File: config.mk
export PLATFORM = sky130hd
export DESIGN_NAME = adc_ctrl
export DESIGN_NICKNAME = d
export VERILOG_FILES = /design/src/inc/adc_pkg.sv /design/src/hw/result_formatter.sv /design/src/hw/conversion_timer.sv /design/src/hw/adc_ctrl.sv
export SDC_FILE = /design/constraint.sdc
export NUM_CORES = 1
export LEC_CHECK = 0
export BUFFER_PORTS_ARGS = -buffer_cell sky130_fd_sc_hd__buf_2
export CELL_PAD_IN_SITES_DETAIL_PLACEMENT = 0
export CELL_PAD_IN_SITES_GLOBAL_PLACEMENT = 1
export CORE_MARGIN = 2
export CORE_UTILIZATION = 32
export CTS_BUF_LIST = sky130_fd_sc_hd__clkbuf_2
export DETAILED_ROUTE_END_ITERATION = 8
export PLACE_DENSITY_LB_ADDON = 0.1
export SYNTH_ARGS = -nofsm -noshare
export SYNTH_HDL_FRONTEND = slang
export SYNTH_HIERARCHICAL = 1
export SYNTH_SLANG_ARGS = --single-unit
File: constraint.sdc
create_clock -name clock -period 1.6 [get_ports clock]
set_clock_uncertainty 0.05 [all_clocks]
set_input_delay 0.16 -clock clock [delete_from_list [all_inputs] [get_ports clock]]
set_output_delay 0.16 -clock clock [all_outputs]
set_load 0.02 [all_outputs]
File: src/inc/adc_pkg.sv
// shared constants and types for the sleep-start converter control block
package adc_pkg;

    // ----------------------------------------
    // register map (byte offsets)
    // ----------------------------------------
    localparam logic [4:0] CTRL_OFS = 5'h00;
    localparam logic [4:0] RES_LOW_OFS = 5'h04;
    localparam logic [4:0] RES_HIGH_OFS = 5'h08;
    localparam logic [4:0] IRQ_STATUS_OFS = 5'h0C;
    localparam logic [4:0] IRQ_CLEAR_OFS = 5'h10;
    localparam logic [4:0] IRQ_ENABLE_OFS = 5'h14;
    localparam logic [4:0] STATE_OFS = 5'h18;

    // ----------------------------------------
    // field positions
    // ----------------------------------------
    localparam int CTRL_ENABLE_BIT = 0;
    localparam int CTRL_START_BIT = 1;
    localparam int CTRL_LEFT_BIT = 2;
    localparam int CTRL_DIFF_BIT = 3;
    localparam int IRQ_DONE_BIT = 0;
    localparam int STATE_BUSY_BIT = 0;
    localparam int STATE_FIRST_BIT = 1;
    localparam int STATE_SLEEP_BIT = 2;

    // ----------------------------------------
    // reset values and codes
    // ----------------------------------------
    localparam logic [3:0] CTRL_RESET = 4'h0;
    localparam logic [9:0] RESULT_RESET = 10'h000;
    localparam logic [9:0] SE_MAX_CODE = 10'h3FF;
    localparam logic [9:0] SE_MIN_CODE = 10'h000;
    localparam logic [9:0] DIFF_MAX_CODE = 10'h1FF;
    localparam logic [9:0] DIFF_MIN_CODE = 10'h200;
    localparam logic [31:0] UNMAPPED_READ = 32'h00000000;

    // ----------------------------------------
    // timing counts in converter clock cycles, and system clock cycles per converter clock cycle
    // ----------------------------------------
    localparam int NORMAL_CONV_CYCLES = 13;
    localparam int FIRST_CONV_CYCLES = 25;
    localparam int CONV_CLK_DIV = 2;

    // ----------------------------------------
    // types
    // ----------------------------------------
    typedef enum logic [2:0] {
        SLEEP_IDLE,
        SLEEP_LOW_NOISE,
        SLEEP_POWER_DOWN,
        SLEEP_POWER_SAVE,
        SLEEP_STANDBY
    } sleep_mode_e;

    typedef struct packed {
        logic differential;
        logic left_adjust_select;
        logic conversion_start_bit;
        logic converter_enable;
    } ctrl_s;

    typedef struct packed {
        logic [7:0] result_high_byte;
        logic [7:0] result_low_byte;
    } result_bytes_s;

endpackage

File: src/hw/result_formatter.sv
// clamps the raw converter estimate and places the stored code into the two result bytes
`timescale 1ns/100ps
`default_nettype none
module result_formatter (
    input wire logic signed [11:0] raw_value,
    input wire logic differential,
    input wire logic [9:0] stored_code,
    input wire logic left_adjust_select,
    output logic [9:0] clamped_code,
    output adc_pkg::result_bytes_s bytes
);

    always_comb begin
        if (differential) begin
            if (raw_value > 12'sd511) begin
                clamped_code = adc_pkg::DIFF_MAX_CODE;
            end else if (raw_value < -12'sd512) begin
                clamped_code = adc_pkg::DIFF_MIN_CODE;
            end else begin
                clamped_code = raw_value[9:0];
            end
        end else begin
            // above reference saturates at full scale
            if (raw_value > 12'sd1023) begin
                clamped_code = adc_pkg::SE_MAX_CODE;
            end else if (raw_value < 12'sd0) begin
                clamped_code = adc_pkg::SE_MIN_CODE;
            end else begin
                clamped_code = raw_value[9:0];
            end
        end
    end

    // left or right adjusted byte split
    always_comb begin
        if (left_adjust_select) begin
            bytes.result_high_byte = stored_code[9:2];
            bytes.result_low_byte = {stored_code[1:0], 6'h00};
        end else begin
            bytes.result_high_byte = {6'h00, stored_code[9:8]};
            bytes.result_low_byte = stored_code[7:0];
        end
    end

endmodule
`default_nettype wire

File: src/hw/conversion_timer.sv
// counts system clock cycles of one conversion, DIV per converter clock cycle, from start to completion
`timescale 1ns/100ps
`default_nettype none
module conversion_timer #(
    parameter int DIV = adc_pkg::CONV_CLK_DIV,
    parameter int NORMAL = adc_pkg::NORMAL_CONV_CYCLES,
    parameter int FIRST = adc_pkg::FIRST_CONV_CYCLES
) (
    input wire logic clock,
    input wire logic rst_n,
    input wire logic start,
    input wire logic first,
    input wire logic abort,
    output logic busy,
    output logic done
);

    localparam int TOTAL_W = $clog2(FIRST * DIV + 1);
    localparam logic [TOTAL_W-1:0] LEN_NORMAL = TOTAL_W'(NORMAL * DIV);
    localparam logic [TOTAL_W-1:0] LEN_FIRST = TOTAL_W'(FIRST * DIV);

    logic [TOTAL_W-1:0] left_reg;

    always_ff @(posedge clock) begin
        if (!rst_n || abort) begin
            left_reg <= '0;
            busy <= 1'b0;
            done <= 1'b0;
        end else begin
            done <= 1'b0;
            if (start && !busy) begin
                left_reg <= first ? LEN_FIRST : LEN_NORMAL;
                busy <= 1'b1;
            end else if (busy) begin
                if (left_reg == TOTAL_W'(1)) begin
                    busy <= 1'b0;
                    done <= 1'b1;
                end
                left_reg <= left_reg - TOTAL_W'(1);
            end
        end
    end

endmodule
`default_nettype wire

File: src/hw/adc_ctrl.sv
// converter control: registers, sleep-started conversions, result and interrupt
//
// Overview of operation
// - halting in idle or low-noise sleep, enabled and idle, starts a conversion
// - completion of a sleep-started conversion raises the interrupt that wakes
// - done request is posted even when another interrupt woke the core first
// - other sleep modes leave the enable bit as software left it
// - once the done flag is high the result bytes hold the result
// - single-ended result is an unsigned ten-bit code, 0x000 to 0x3FF
// - single-ended overrange saturates at 0x3FF, never wraps
// - differential result is two's complement from 0x200 to 0x1FF
// - bit nine of a differential result is the sign
// - left adjust chooses which bits land in the high and low bytes
// - completion stores the result, sets the flag, clears the start bit
// - left adjust change shows on the result bytes at once
//
// The implementer's own choices: the register addresses and the Avalon-MM interface to the registers.
`timescale 1ns/100ps
`default_nettype none
module adc_ctrl #(
    parameter int CLK_DIV = adc_pkg::CONV_CLK_DIV,
    parameter int NORMAL_CYCLES = adc_pkg::NORMAL_CONV_CYCLES,
    parameter int FIRST_CYCLES = adc_pkg::FIRST_CONV_CYCLES
) (
    input wire logic clock,
    input wire logic rst_n,
    input wire logic [4:0] address,
    input wire logic read,
    input wire logic write,
    input wire logic [31:0] writedata,
    input wire logic [3:0] byteenable,
    output logic [31:0] readdata,
    output logic waitrequest,
    input wire logic cpu_halted,
    input wire logic [2:0] sleep_mode,
    input wire logic signed [11:0] raw_value,
    output logic irq,
    output logic converter_powered,
    output logic conversion_active,
    output logic sample_latch
);

    // ----------------------------------------
    // declarations
    // ----------------------------------------
    adc_pkg::ctrl_s ctrl_reg;
    adc_pkg::result_bytes_s bytes;
    logic [9:0] result_reg;
    logic [9:0] clamped_code;
    logic done_flag_reg;
    logic done_enable_reg;
    logic first_pending_reg;
    logic halted_prev_reg;
    logic sleep_started_reg;
    logic timer_busy;
    logic timer_done;
    logic req_seen;
    logic take_write;
    logic start_request;
    logic sleep_entry;
    logic low_noise_sleep;
    logic clear_done;
    logic ctrl_write;
    logic [31:0] read_mux;

    // ----------------------------------------
    // bus handshake
    // ----------------------------------------
    // one wait cycle per access: readdata is captured while waitrequest
    // is high and stands when it drops, so the master sees it at that edge
    assign req_seen = (read || write) && waitrequest;
    assign take_write = write && !waitrequest;

    always_ff @(posedge clock) begin
        if (!rst_n) begin
            waitrequest <= 1'b1;
        end else begin
            waitrequest <= !req_seen;
        end
    end

    // ----------------------------------------
    // register write decode
    // ----------------------------------------
    assign ctrl_write = take_write && (address == adc_pkg::CTRL_OFS) && byteenable[0];
    assign clear_done = take_write && (address == adc_pkg::IRQ_CLEAR_OFS)
        && byteenable[0] && writedata[adc_pkg::IRQ_DONE_BIT];

    always_ff @(posedge clock) begin
        if (!rst_n) begin
            done_enable_reg <= 1'b0;
        end else if (take_write && (address == adc_pkg::IRQ_ENABLE_OFS) && byteenable[0]) begin
            done_enable_reg <= writedata[adc_pkg::IRQ_DONE_BIT];
        end
    end

    // ----------------------------------------
    // control bits
    // ----------------------------------------
    // enable, adjust and mode follow software only; sleep never touches
    // them, so a deep sleep with the converter on keeps burning power
    // start bit shares this process: one driver for the whole struct
    always_ff @(posedge clock) begin
        if (!rst_n) begin
            ctrl_reg <= adc_pkg::CTRL_RESET;
        end else begin
            if (ctrl_write) begin
                ctrl_reg.converter_enable <= writedata[adc_pkg::CTRL_ENABLE_BIT];
                // adjust applies to the stored result at once
                ctrl_reg.left_adjust_select <= writedata[adc_pkg::CTRL_LEFT_BIT];
                ctrl_reg.differential <= writedata[adc_pkg::CTRL_DIFF_BIT];
            end
            if (!ctrl_reg.converter_enable) begin
                ctrl_reg.conversion_start_bit <= 1'b0;
            end else if (start_request) begin
                ctrl_reg.conversion_start_bit <= 1'b1;
            end else if (timer_done) begin
                ctrl_reg.conversion_start_bit <= 1'b0;
            end
        end
    end

    // ----------------------------------------
    // sleep entry detection
    // ----------------------------------------
    assign low_noise_sleep = (sleep_mode == 3'(adc_pkg::SLEEP_IDLE))
        || (sleep_mode == 3'(adc_pkg::SLEEP_LOW_NOISE));
    assign sleep_entry = cpu_halted && !halted_prev_reg && low_noise_sleep;

    always_ff @(posedge clock) begin
        if (!rst_n) begin
            halted_prev_reg <= 1'b0;
        end else begin
            halted_prev_reg <= cpu_halted;
        end
    end

    // ----------------------------------------
    // conversion start
    // ----------------------------------------
    // halt edge in a quiet mode starts one conversion when idle
    // the sleep start rides the same path as a software start
    assign start_request = ctrl_reg.converter_enable && !ctrl_reg.conversion_start_bit
        && ((ctrl_write && writedata[adc_pkg::CTRL_START_BIT]) || sleep_entry);

    always_ff @(posedge clock) begin
        if (!rst_n) begin
            sleep_started_reg <= 1'b0;
        end else if (start_request) begin
            sleep_started_reg <= sleep_entry && !(ctrl_write && writedata[adc_pkg::CTRL_START_BIT]);
        end else if (timer_done || !ctrl_reg.converter_enable) begin
            sleep_started_reg <= 1'b0;
        end
    end

    // first conversion after enable runs the longer initialising count
    always_ff @(posedge clock) begin
        if (!rst_n) begin
            first_pending_reg <= 1'b1;
        end else if (!ctrl_reg.converter_enable) begin
            first_pending_reg <= 1'b1;
        end else if (start_request) begin
            first_pending_reg <= 1'b0;
        end
    end

    // ----------------------------------------
    // timing and formatting
    // ----------------------------------------
    conversion_timer #(
        .DIV(CLK_DIV),
        .NORMAL(NORMAL_CYCLES),
        .FIRST(FIRST_CYCLES)
    ) u_timer (
        .clock(clock),
        .rst_n(rst_n),
        .start(start_request),
        .first(first_pending_reg),
        .abort(!ctrl_reg.converter_enable),
        .busy(timer_busy),
        .done(timer_done)
    );

    result_formatter u_format (
        .raw_value(raw_value),
        .differential(ctrl_reg.differential),
        .stored_code(result_reg),
        .left_adjust_select(ctrl_reg.left_adjust_select),
        .clamped_code(clamped_code),
        .bytes(bytes)
    );

    // ----------------------------------------
    // result and done flag
    // ----------------------------------------
    // result stored on the completion edge
    // flag and stored result rise together
    always_ff @(posedge clock) begin
        if (!rst_n) begin
            result_reg <= adc_pkg::RESULT_RESET;
        end else if (timer_done) begin
            result_reg <= clamped_code;
        end
    end

    // set beats a clear in the same cycle so no completion is lost
    always_ff @(posedge clock) begin
        if (!rst_n) begin
            done_flag_reg <= 1'b0;
        end else if (timer_done) begin
            done_flag_reg <= 1'b1;
        end else if (clear_done) begin
            done_flag_reg <= 1'b0;
        end
    end

    // ----------------------------------------
    // interrupt and pins
    // ----------------------------------------
    // the done interrupt doubles as the wake request
    always_ff @(posedge clock) begin
        if (!rst_n) begin
            irq <= 1'b0;
        end else begin
            irq <= (done_flag_reg || timer_done) && done_enable_reg
                && !(clear_done && !timer_done);
        end
    end

    always_ff @(posedge clock) begin
        if (!rst_n) begin
            converter_powered <= 1'b0;
            conversion_active <= 1'b0;
            sample_latch <= 1'b0;
        end else begin
            converter_powered <= ctrl_reg.converter_enable;
            conversion_active <= timer_busy;
            // the analog side holds its sample on this pulse
            sample_latch <= start_request;
        end
    end

    // ----------------------------------------
    // read path
    // ----------------------------------------
    always_comb begin
        read_mux = adc_pkg::UNMAPPED_READ;
        unique case (address)
            adc_pkg::CTRL_OFS: begin
                read_mux[adc_pkg::CTRL_ENABLE_BIT] = ctrl_reg.converter_enable;
                read_mux[adc_pkg::CTRL_START_BIT] = ctrl_reg.conversion_start_bit;
                read_mux[adc_pkg::CTRL_LEFT_BIT] = ctrl_reg.left_adjust_select;
                read_mux[adc_pkg::CTRL_DIFF_BIT] = ctrl_reg.differential;
            end
            adc_pkg::RES_LOW_OFS: begin
                read_mux[7:0] = bytes.result_low_byte;
            end
            adc_pkg::RES_HIGH_OFS: begin
                read_mux[7:0] = bytes.result_high_byte;
            end
            adc_pkg::IRQ_STATUS_OFS: begin
                read_mux[adc_pkg::IRQ_DONE_BIT] = done_flag_reg;
            end
            adc_pkg::IRQ_ENABLE_OFS: begin
                read_mux[adc_pkg::IRQ_DONE_BIT] = done_enable_reg;
            end
            adc_pkg::STATE_OFS: begin
                read_mux[adc_pkg::STATE_BUSY_BIT] = timer_busy;
                read_mux[adc_pkg::STATE_FIRST_BIT] = first_pending_reg;
                read_mux[adc_pkg::STATE_SLEEP_BIT] = sleep_started_reg;
            end
            default: begin
                read_mux = adc_pkg::UNMAPPED_READ;
            end
        endcase
    end

    always_ff @(posedge clock) begin
        if (!rst_n) begin
            readdata <= adc_pkg::UNMAPPED_READ;
        end else if (read && waitrequest) begin
            readdata <= read_mux;
        end
    end

endmodule
`default_nettype wire

After elaboration in Yosys (flattened, before gate mapping)
Cells that the tools add are included.
{"block": "classes", "n_reduce_logical": 44, "n_bitwise": 1, "n_mux": 23, "add_sub_neg": 1, "n_eq_ne": 8, "magnitude_cmp": 4}
{"cell": "two-way mux 10 bit", "n": 5}
{"cell": "logical AND 1 bit", "n": 20}
{"cell": "two-way mux 6 bit", "n": 3}
{"cell": "two-way mux 16 bit", "n": 1}
{"cell": "== test 5 bit (second input constant)", "n": 3}
{"cell": "greater-than comparator 12 x 10 -> 1 bit (second input constant)", "n": 1}
{"cell": "greater-than comparator 12 x 11 -> 1 bit (second input constant)", "n": 1}
{"cell": "< comparator 12 x 1 -> 1 bit (second input constant)", "n": 1}
{"cell": "< comparator 12 x 10 -> 1 bit (second input constant)", "n": 1}
{"cell": "== test 5 x 4 -> 1 bit (second input constant)", "n": 2}
{"cell": "logical NOT 1 bit", "n": 10}
{"cell": "two-way mux 1 bit", "n": 10}
{"cell": "one-hot mux 2 bit (4 select lines)", "n": 1}
{"cell": "one-hot mux 4 bit (2 select lines)", "n": 1}
{"cell": "nonzero test 2 bit", "n": 4}
{"cell": "== test 6 x 1 -> 1 bit (second input constant)", "n": 1}
{"cell": "logical OR 1 bit", "n": 6}
{"cell": "one-hot mux 1 bit (6 select lines)", "n": 1}
{"cell": "subtractor 6 x 1 -> 6 bit (second input constant)", "n": 1}
{"cell": "== test 5 x 3 -> 1 bit (second input constant)", "n": 1}
{"cell": "logical NOT 5 bit", "n": 1}
{"cell": "== test 3 x 1 -> 1 bit (second input constant)", "n": 1}
{"cell": "logical NOT 3 bit", "n": 1}
{"cell": "one-hot mux 1 bit (3 select lines)", "n": 1}
{"cell": "3 further kinds", "n": 3}
{"block": "totals", "reg_bits": 40, "out_inout_bits": 37}

Longest topological paths before layout
Gate-level depths: netlist of run 1.
{"block": "depth", "depth_word": 9, "mapped_depth": 8, "mapped_depth_nobuf": 6}

Hierarchy
The synthesis of run 1 kept the hierarchy.
{"mod": "adc_ctrl", "area_each_um2": 1621.6, "seq_area_each_um2": 640.6, "cells_per_inst": 173, "instances": 1}
{"mod": "conversion_timer", "area_each_um2": 411.6, "seq_area_each_um2": 160.2, "cells_per_inst": 48, "instances": 1}
{"mod": "result_formatter", "area_each_um2": 362.8, "seq_area_each_um2": 0.0, "cells_per_inst": 53, "instances": 1}

Worst setup path after synthesis of run 1
No wires, ideal clock.
{"block": "synth_timing", "path_kind": "reg-to-reg", "start": "register waitrequest", "end": "register u_timer.left_reg[5]", "arrival_time_ns": 1.677, "required_ns": 1.476, "setup_ns": 0.074, "slack_ns": -0.201, "path_stages_with_launch": 7, "cell_sequence": "dfxtp_1 and3b_1 and3_2 buf_2 a22o_1 a221o_1 a31oi_1"}
{"block": "synth_between", "elab_chain_len": 9, "word_cells_on_any_way": 10, "classes_between": "mux: 1; reduce/logical: 9"}
{"element": "start, declared", "line": "adc_ctrl.sv:33", "rtl": "output logic waitrequest,"}
{"element": "start signal, assigned", "line": "adc_ctrl.sv:78", "rtl": "waitrequest <= !req_seen;"}
{"element": "logical NOT 1 bit (*)", "line": "adc_ctrl.sv:72", "rtl": "assign take_write = write && !waitrequest;"}
{"element": "logical AND 1 bit (*)", "line": "adc_ctrl.sv:72"}
{"element": "logical AND 1 bit (*) (2 in a row)", "line": "adc_ctrl.sv:85", "rtl": "assign ctrl_write = take_write && (address == adc_pkg::CTRL_OFS) && byteenable[0];"}
{"element": "logical AND 1 bit (*)", "line": "adc_ctrl.sv:144", "rtl": "&& ((ctrl_write && writedata[adc_pkg::CTRL_START_BIT]) || sleep_entry);"}
{"element": "logical OR 1 bit (*)", "line": "adc_ctrl.sv:144"}
{"element": "logical AND 1 bit (*)", "line": "adc_ctrl.sv:144"}
{"element": "net start_request", "line": "adc_ctrl.sv:59", "rtl": "logic start_request;"}
{"element": "logical AND 1 bit (*)", "line": "conversion_timer.sv:31", "rtl": "if (start && !busy) begin"}
{"element": "two-way mux 6 bit or nonzero test 2 bit (tied branches)"}
{"element": "end signal, assigned", "line": "conversion_timer.sv:32", "rtl": "left_reg <= first ? LEN_FIRST : LEN_NORMAL;"}
{"element": "end signal, assigned", "line": "conversion_timer.sv:39", "rtl": "left_reg <= left_reg - TOTAL_W'(1);"}
{"element": "end, declared", "line": "conversion_timer.sv:22", "rtl": "logic [TOTAL_W-1:0] left_reg;"}
Mark *: on every way through the listed nets, which the timed path passes. The rest lies on a longest branch.
A chain may end at the register's enable or synchronous reset.

Final worst setup path of run 1
Ends and elaborated chain as after synthesis.

==> results of run 1 <==
[report_power, final]
| part | switching [W] | leakage [nW] | internal [W] |
|---|---|---|---|
| clock network | 0.000325 | 0.0330 | 0.000119 |
| logic | 0.000163 | 0.786 | 0.0000935 |
| registers | 0.00000605 | 0.324 | 0.00101 |
| total | 0.000494 | 1.14 | 0.00122 |
[layout make-up]
type,count,share of cell area [%]
tap,99,4.46
sequential,40,29.0
clock buffer,7,1.26
inverter,8,1.08
timing repair buffer,61,13.8
multi-input combinational,206,50.3
clock inverter,1,0.180
[how the worst max path moves through the flow]
stage	startpoint	cells after the start	end
after floorplan	waitrequest	6	u_timer/left_reg[5]
after global placement	ctrl_reg[2]	4	readdata[6]
after detailed placement	ctrl_reg[2]	4	readdata[6]
after CTS	waitrequest	5	u_timer/left_reg[5]
after global routing	waitrequest	5	u_timer/left_reg[5]
final	waitrequest	5	u_timer/left_reg[5]
[metal layers]
layer,global-route usage [%],share of wire [%]
met3,2.92,3.3
met4,3.46,0.85
met5,0,0
met1,18.5,50
met2,20.6,46
[worst reg2reg max path: stages, from the launching register on]
cell     delay, ns
dfxtp_4       0.41
and3b_1       0.19
and3_4        0.20
a22o_4        0.25
a221o_1       0.31
a31oi_1       0.12
[repair_timing]
item                                    in CTS  in global routing
hold endpoints to repair                     6                  0
hold buffers                                 6                  0
pin swaps                                    0                  2
setup buffers                                0                  3
gates resized for setup                      2                  5
gates cloned                                 0                  0
endpoints found under the setup margin       3                  4
[per-stage QoR]
stage          cells  hold WS, ns  total power, W
2_1_floorplan    297        0.215         0.00125
6_report         422       0.0344         0.00172
5_1_grt          422      0.00154         0.00182
4_1_cts          419     0.000245         0.00175
3_5_place_dp     405        0.326         0.00128
3_3_place_gp     405        0.325         0.00128
[logic make-up (layout without fill, tap and decap cells)]
family                   Yosys count  count (layout)  synth area share [%]
AND/OR/NAND/NOR                   96              96                  23.6
AO/OA/AOI/OAI                     60              60                  17.7
buffers and inverters             51              77                  13.8
flip-flops                        40              40                  33.4
multiplexers                      23              23                  9.87
adder cells (fa/ha/maj)            2               2                  1.04
other                              1              24                 0.157
XOR/XNOR                           1               1                 0.366
[synthesized netlist by cell type (all sizes together), types with 7 or more instances]
library cell  count  share of area [%]
a21boi            8                2.5
buf              37                 12
o21ai            11                2.3
mux2i            18                7.5
inv               8                1.3
dfxtp            40                 33
nor2             20                3.1
and2             15                3.9
nor2b            23                6.0
o22ai             8                2.1
a21oi             7                1.5
==> summary.md, run 1 <==
| Metric | Value |
|---|---|
| Critical Path AT | 1.86 ns |
| Max Clock Freq | 0.633 GHz |
| Pre-antenna DRT Iters | 4 |
| PwrDens | 618 mW/mm^2 |
| Slowest-stage cell, CP | dfxtp_4 |
| Pre-CTS setup slack | 0.0327 ns |
| Worst Hold Class | input pin to flip-flop |
| CTS tree | done |
| H-tree levels | 2 |
| Worst-Skew Late Latency | 0.40 ns |
| Minimum clock period | 1.58 ns |
| Worst Hold Launch | rst_n |
| WL/cell | 12.8 um |
| Chip height | 90.5 um |
| Commonest non-fill, non-tap cell in the layout | buf_2 |
| Setup TNS Final | 0 ns |
| Buf+Inv Stages, Crit Path | 0 |
| N_diodes | 0 |
| Cell count after synthesis | 274 |
| Sequential Area | 806 sq um |
| Initial antenna violation count | 0 |
| Final Hold Fails | 0 |
| Die X | 90.5 um |
| DP Area | 0.00263 sq mm |
| CP Max Fanout | 6 |
| Clk buf depth | 2 |
| Layout cells sized above 1 | 26.9% |
| Post-DP HPWL | 3.99 mm |
| Min-Delay Endpoint | done_enable_reg |
| Max VDD drop | 0.000374 V |
| Area growth, synth to finish | 16.0% |
| Post-synthesis cell type count | 51 |
| Worst setup slack after layout | 0.0205 ns |
| Leading cell types in the layout, fill and taps excluded | 41 x buf_2, 38 x dfxtp_1, 24 x conb_1 |
| PortBufs | 41 |
| Starting Density | 33.0% |
| Layout Utilization | 38.3% |
| DR DRC count | 0 |
| Clk sinks | 40 |
| Async set-or-reset flop fraction in the synthesized netlist | 0% |
| Area of the multi-input gates | 0.00140 sq mm |
| Largest register FFs | 10 |
| Hold depth | 2 |
| Post-synth EDFFs | 0 |
| Via density | 4.64 |
| Lkg Pwr | 1.14 nW |
| CP Class | flip-flop to flip-flop |
| Crit path max-delay family | compound AO/OA/AOI/OAI gates |
| Synthesized cell area | 0.00240 sq mm |
| Synth Flop Type | dfxtp_1 |
| CTS root buf | clkbuf_2 |
| Fill count | 773 |
| Drt initial violations | 83 |
| Crit-path max cell delay | 0.41 ns |
| Finished Cell Area | 0.00278 sq mm |
| Max-cap viol count | 0 |
| Gpl congestion | 0.718 |
| Routed WL | 5.41 mm |
| Nets | 385 |
| Setup-failing EPs final | 0 |
| Path depth of the worst reg2reg path | 5 |
| Fin crit share | 98.7% |
| Grt ovf | 0 |
| CTS buffer count | 5 |
| Syn avg cell area | 8.74 sq um |
| Clk pin slew, worst setup/hold paths | 0.22 ns |
| Synth warnings | 6 |
| Status | finished clean |
| Vias after detailed routing | 1957 |
| Worst reg-to-reg setup slack | 0.02 ns |
| Synth Register Bits | 40 |
| Cell Chain, Critical Path | and3b_1 > and3_4 > a22o_4 > a221o_1 > a31oi_1 |
| Sequential area share after synthesis | 33.4% |
| Final slew viol count | 0 |
| GRT Util Overall | 13.2% |
| CP startpoint kind | flip-flop |
| Reg2reg end | u_timer/left_reg[5] |
| DIE AREA | 0.00820 sq mm |
| Crit. End Element | flip-flop |
| Number of global-route vias before repair | 1795 |
| Unrepaired setup endpoints after global routing | true |
| Routed Antenna Nets | 0 |
| Number of cell rows | 31 |
| Req. time, crit path | 1.89 ns |
| Core area | 0.00725 sq mm |
| Global-route wire length before repair | 8.88 mm |
| # IOs | 98 |
| Worst flop-to-flop path startpoint | waitrequest |
| Largest net degree at the start of global routing | 25 |
(Power assumes the default switching activity.)
==> run 2, diff against run 1 <==
--- a/config.mk
+++ b/config.mk
@@ -8,6 +8,7 @@
 export BUFFER_PORTS_ARGS = -buffer_cell sky130_fd_sc_hd__buf_2
 export CELL_PAD_IN_SITES_DETAIL_PLACEMENT = 0
 export CELL_PAD_IN_SITES_GLOBAL_PLACEMENT = 1
+export CORE_ASPECT_RATIO = 1.2
 export CORE_MARGIN = 2
 export CORE_UTILIZATION = 32
 export CTS_BUF_LIST = sky130_fd_sc_hd__clkbuf_2
==> summary.md, run 2 (synthesis results as in run 1) <==
| Metric | Value |
|---|---|
| Gpl congestion | 0.727 |
| Crit. End Element | flip-flop |
| Hold depth | 2 |
| Grt ovf | 0 |
| Largest register FFs | 10 |
| Chip height | 98.8 um |
| PwrDens | 626 mW/mm^2 |
| Core area | 0.00727 sq mm |
| DIE AREA | 0.00820 sq mm |
| Path depth of the worst reg2reg path | 5 |
| Area growth, synth to finish | 14.7% |
| Worst Hold Class | input pin to flip-flop |
| Unrepaired setup endpoints after global routing | true |
| Layout Utilization | 37.8% |
| Max VDD drop | 0.000266 V |
| # IOs | 98 |
| Vias after detailed routing | 1933 |
| Routed Antenna Nets | 0 |
| H-tree levels | 2 |
| Sequential Area | 805 sq um |
| Fill count | 785 |
| Drt initial violations | 49 |
| Largest net degree at the start of global routing | 25 |
| Routed WL | 5.45 mm |
| Global-route wire length before repair | 8.80 mm |
| Clk buf depth | 2 |
| Number of cell rows | 34 |
| Reg2reg end | u_timer/left_reg[5] |
| CP Class | input pin to flip-flop |
| Clk pin slew, worst setup/hold paths | 0.19 ns |
| Starting Density | 32.9% |
| Placed Instances | 396 |
| Tot Pwr | 0.00172 W |
| Initial antenna violation count | 0 |
| Worst Hold Launch | rst_n |
| Clk sinks | 40 |
| CP Max Fanout | 6 |
| CTS tree | done |
| PortBufs | 41 |
| Req. time, crit path | 1.86 ns |
| CTS buffer count | 5 |
| Post-DP HPWL | 3.99 mm |
| Max Clock Freq | 0.620 GHz |
| Setup-failing EPs final | 1 |
| N_diodes | 0 |
| DR DRC count | 0 |
| Die X | 83.0 um |
| GRT Util Overall | 13.3% |
| Minimum clock period | 1.61 ns |
| Finished Cell Area | 0.00275 sq mm |
| Layout Cells excl Fill | 412 |
| Layout cells sized above 1 | 25.5% |
| CP startpoint kind | input pin |
| Max-cap viol count | 0 |
| Commonest non-fill, non-tap cell in the layout | buf_2 |
| Pre-antenna DRT Iters | 4 |
| Leading cell types in the layout, fill and taps excluded | 41 x buf_2, 39 x dfxtp_1, 24 x conb_1 |
| Worst flop-to-flop path startpoint | waitrequest |
| Worst reg-to-reg setup slack | 0.03 ns |
| Worst setup slack after layout | -0.0125 ns |
| Final slew viol count | 0 |
| Status | finished, violations left |
| Fin crit share | 101% |
| CTS root buf | clkbuf_2 |
| Failing checks | setup timing |
| Final Hold Fails | 0 |
| Nets | 384 |
| Number of global-route vias before repair | 1786 |
| Area of the multi-input gates | 0.00139 sq mm |
| Worst-Skew Late Latency | 0.38 ns |
| Critical Path AT | 1.87 ns |
| DP Area | 0.00262 sq mm |
| Lkg Pwr | 1.13 nW |
| Min-Delay Endpoint | done_enable_reg |
| WL/cell | 13.2 um |
| Via density | 4.69 |
| Hold slack | 0.0570 ns |
[run 2: area by class of cell]
type | count | area share [%]
flip-flops and latches | 40 | 29.3
well taps | 90 | 4.10
repair buffers | 60 | 13.7
multi-input cells | 206 | 50.5
clock inverters | 1 | 0.137
inverters | 8 | 1.09
clock buffers | 7 | 1.28
[run 2: worst max path at each step]
stage / from / endpoint / slack, ns / cells past startpoint
2_1_floorplan: waitrequest / u_timer/left_reg[5] / -0.03 / 6
4_1_cts: waitrequest / u_timer/left_reg[5] / 0.006 / 5
6_report: write / u_timer/left_reg[5] / -0.01 / 7
3_3_place_gp: waitrequest / u_timer/left_reg[3] / 0.04 / 6
3_5_place_dp: waitrequest / u_timer/left_reg[3] / 0.05 / 6
5_1_grt: waitrequest / u_timer/left_reg[5] / -0.03 / 5
[run 2: what timing repair did]
| action | CTS | global route |
|---|---|---|
| endpoints found under the setup margin | 0 | 3 |
| hold buffers | 6 | 0 |
| gates resized for setup | 0 | 3 |
| setup buffers | 0 | 2 |
| endpoints found under the hold margin | 5 | 0 |
[run 2: power breakdown]
| part | switching [W] | leakage, nW | internal (W) |
|---|---|---|---|
| clock network | 0.000330 | 0.0306 | 0.000117 |
| registers | 0.00000571 | 0.324 | 0.00101 |
| logic | 0.000163 | 0.778 | 0.0000954 |
| total | 0.000498 | 1.13 | 0.00122 |
[run 2: critical path, cell delays in order]
cell and delay, ns:
dlygate4sd3_1 0.54, buf_2 0.13, and3b_1 0.17, and3_4 0.19
a22o_4 0.25, a221o_1 0.31, a31oi_1 0.12
[run 2: per-stage QoR]
step           TNS, ns  setup slack [ns]
2_1_floorplan  -0.0461           -0.0280
3_3_place_gp         0            0.0352
3_5_place_dp         0            0.0487
4_1_cts              0           0.00646
5_1_grt        -0.0343           -0.0272
6_report       -0.0125           -0.0125
[run 2: per-layer routing]
metal / vias up / global-route usage, % / share of wire, %
met4: 0 / 5.80 / 2.2
met2: 33 / 22.6 / 49
met3: 10 / 2.93 / 2.9
met5: - / 0 / 0
li1: 1013 / - / -
met1: 877 / 16.2 / 46
==> run 3, diff against run 2 <==
--- a/config.mk
+++ b/config.mk
@@ -5,12 +5,13 @@
 export SDC_FILE = /design/constraint.sdc
 export NUM_CORES = 1
 export LEC_CHECK = 0
+export ABC_AREA = 1
 export BUFFER_PORTS_ARGS = -buffer_cell sky130_fd_sc_hd__buf_2
 export CELL_PAD_IN_SITES_DETAIL_PLACEMENT = 0
 export CELL_PAD_IN_SITES_GLOBAL_PLACEMENT = 1
 export CORE_ASPECT_RATIO = 1.2
 export CORE_MARGIN = 2
-export CORE_UTILIZATION = 32
+export CORE_UTILIZATION = 30
 export CTS_BUF_LIST = sky130_fd_sc_hd__clkbuf_2
 export DETAILED_ROUTE_END_ITERATION = 8
 export PLACE_DENSITY_LB_ADDON = 0.1
==> summary.md, run 3 <==
| Metric | Value |
|---|---|
| Synth Register Bits | 40 |
| Cell internal pwr | 0.00121 W |
| GRT Util Overall | 13.8% |
| Core area | 0.00775 sq mm |
| Comb pwr share | 15.5% |
| Critical path launch point | waitrequest |
| Status | finished clean |
| Chip height | 102 um |
| Post-synthesis cell type count | 31 |
| Finished Cell Area | 0.00279 sq mm |
| CTS tree | done |
| Clock network power share | 25.8% |
| CTS buffer count | 5 |
| Nets | 482 |
| Final slew viol count | 0 |
| Crit path max-delay family | simple AND/OR/NAND/NOR gates |
| Busiest grt layer | met2 |
| Crit. End Element | flip-flop |
| Worst reg-to-reg setup slack | 0.13 ns |
| DP Area | 0.00266 sq mm |
| Max Clock Freq | 0.680 GHz |
| CP Max Fanout | 4 |
| Setup-failing EPs final | 0 |
| Max VDD drop | 0.000190 V |
| Max-cap viol count | 0 |
| Postcts setup bufs | 0 |
| Gpl congestion | 0.821 |
| Post-synth EDFFs | 0 |
| Clk buf depth | 2 |
| Grt met2 use | 23.8% |
| PortBufs | 41 |
| Synth top area cells | dfxtp_1 33%, nand2_1 14%, buf_4 8.1%, nor2_1 7.1%, inv_1 6.8% |
| Most numerous cell in the Yosys netlist | nand2_1 |
| Clk sinks | 40 |
| Reg2reg end | u_timer/left_reg[5] |
| Req. time, crit path | 1.89 ns |
| Critical Path AT | 1.77 ns |
| Synth warnings | 6 |
| Minimum clock period | 1.47 ns |
| Starting Density | 31.2% |
| Vias after detailed routing | 2201 |
| Die X | 85.9 um |
| Final Hold Fails | 0 |
| Cell Chain, Critical Path | nor2_2 > nand2_2 > nor2_4 > a21oi_4 > inv_1 > nand2_2 > inv_2 > nand2_1 > o21ai_1 > inv_1 > a21oi_2 |
| Synthesized cell area | 0.00242 sq mm |
| Pre-CTS setup slack | 0.0335 ns |
| Worst-Skew Late Latency | 0.39 ns |
| Routed WL | 5.76 mm |
| Async set-or-reset flop fraction in the synthesized netlist | 0% |
| Crit-path max cell delay | 0.38 ns |
| Setup TNS Final | 0 ns |
| CP startpoint kind | flip-flop |
| Number of global-route vias before repair | 2064 |
| Top-area cell type share of the netlist area | 33.1% |
| CP endpoint | u_timer/left_reg[5] |
| Fin crit share | 91.9% |
| Worst flop-to-flop path startpoint | waitrequest |
| Largest register FFs | 10 |
| Sw Ratio | 30.3% |
| H-tree levels | 2 |
| Initial antenna violation count | 0 |
| Lkg Pwr | 1.40 nW |
| Synth Flop Type | dfxtp_1 |
| Buf+Inv Stages, Crit Path | 3 |
| Sequential area share after synthesis | 33.1% |
| Syn avg cell area | 6.60 sq um |
| WL/cell | 11.3 um |
| PwrDens | 622 mW/mm^2 |
| Worst setup slack after layout | 0.130 ns |
| Post-DP HPWL | 4.39 mm |
| Commonest non-fill, non-tap cell in the layout | nand2_1 |
| Path depth of the worst reg2reg path | 11 |
| Largest net degree at the start of global routing | 16 |
| Grt ovf | 0 |
| N_diodes | 0 |
| Slowest-stage cell, CP | dfxtp_2 |
| Number of cell rows | 35 |
| Layout cells sized above 1 | 22.4% |
| GR Util met3 | 2.50% |
| Routed Antenna Nets | 0 |
| Via density | 4.30 |
| DR DRC count | 0 |
| Post-synth top area cell | dfxtp_1 |
| Grt met1 use | 17.4% |
| Net Switching | 0.000525 W |
| Pre-antenna DRT Iters | 4 |
| Area growth, synth to finish | 15.4% |
| Leading cell types in the layout, fill and taps excluded | 91 x nand2_1, 44 x nor2_1, 43 x inv_1 |
| CTS root buf | clkbuf_2 |
| Worst Hold Class | input pin to flip-flop |
| CP Class | flip-flop to flip-flop |
| Cell count after synthesis | 366 |
| DIE AREA | 0.00879 sq mm |
| Global-route wire length before repair | 9.68 mm |
| Flop pwr share | 58.7% |
| Worst path depth | 11 |
| Drt initial violations | 38 |
| Clk pin slew, worst setup/hold paths | 0.22 ns |
| Commonest cells in the netlist | 91 x nand2_1, 46 x nor2_1, 44 x inv_1 |
| # IOs | 98 |
[run 3: power groups by stage]
| stage | clock network [W] | registers [W] | logic [W] |
|---|---|---|---|
| final | 0.000447 | 0.00102 | 0.000270 |
| after global routing | 0.000510 | 0.00102 | 0.000300 |
| after CTS | 0.000483 | 0.00102 | 0.000268 |
| after detailed placement | 0 | 0.00104 | 0.000255 |
| after global placement | 0 | 0.00104 | 0.000255 |
| after floorplan | 0 | 0.00105 | 0.000204 |
[run 3: final cells by class]
| class | instances | area [sq um] |
|---|---|---|
| clock buffers | 6 | 30.0 |
| clock inverters | 2 | 11.3 |
| fillers | 888 | 4960 |
| inverters | 53 | 199 |
| multi-input cells | 261 | 1280 |
| flip-flops and latches | 40 | 805 |
| well taps | 92 | 115 |
| repair buffers | 58 | 348 |
[run 3: how the worst min path moves through the flow]
stage | start | end | slack (ns) | depth (start not counted)
2_1_floorplan | cpu_halted | halted_prev_reg | 0.20 | 2
3_3_place_gp | cpu_halted | halted_prev_reg | 0.30 | 3
3_5_place_dp | cpu_halted | halted_prev_reg | 0.31 | 3
4_1_cts | sleep_mode[1] | sleep_started_reg | 0.008 | 6
5_1_grt | rst_n | conversion_active | 0.03 | 3
6_report | rst_n | sleep_started_reg | 0.05 | 3
[run 3: per-layer routing]
| layer | up-vias | wire length (um) |
|---|---|---|
| met5 | - | 0 |
| met4 | 0 | 70 |
| met3 | 4 | 234 |
| met2 | 50 | 2670 |
| met1 | 933 | 2790 |
| li1 | 1214 | - |
[run 3: logic make-up after synthesis]
| kind of cell | count (synthesis) | share of synthesized area (%) |
|---|---|---|
| fa+ha+maj | 2 | 1.04 |
| flops | 40 | 33.1 |
| buf+inv | 88 | 18.3 |
| simple gates | 178 | 32.7 |
| other cells | 1 | 0.155 |
| compound gates | 57 | 14.8 |
[run 3: stage by stage]
stage / total power [W] / cells / hold slack, ns / util (%)
finish: 0.00174 / 512 / 0.0470 / 36.0
floorplan: 0.00125 / 389 / 0.203 / -
global route: 0.00183 / 512 / 0.0311 / 36.0
detailed placement: 0.00129 / 498 / 0.312 / 34.4
CTS: 0.00177 / 512 / 0.00792 / 35.7
global placement: 0.00129 / 498 / 0.299 / 34.4
[run 3: timing repair]
action	4_1_cts	5_1_grt
hold buffers	6	0
gates resized for setup	0	8
setup endpoints to repair	0	3
hold endpoints to repair	5	0
[run 3: tightest hold or removal path: cells and delay by family]
| kind | cells | cell delay, ns |
|---|---|---|
| buf+inv | 1 | 0.19 |
| simple gates | 2 | 0.13 |
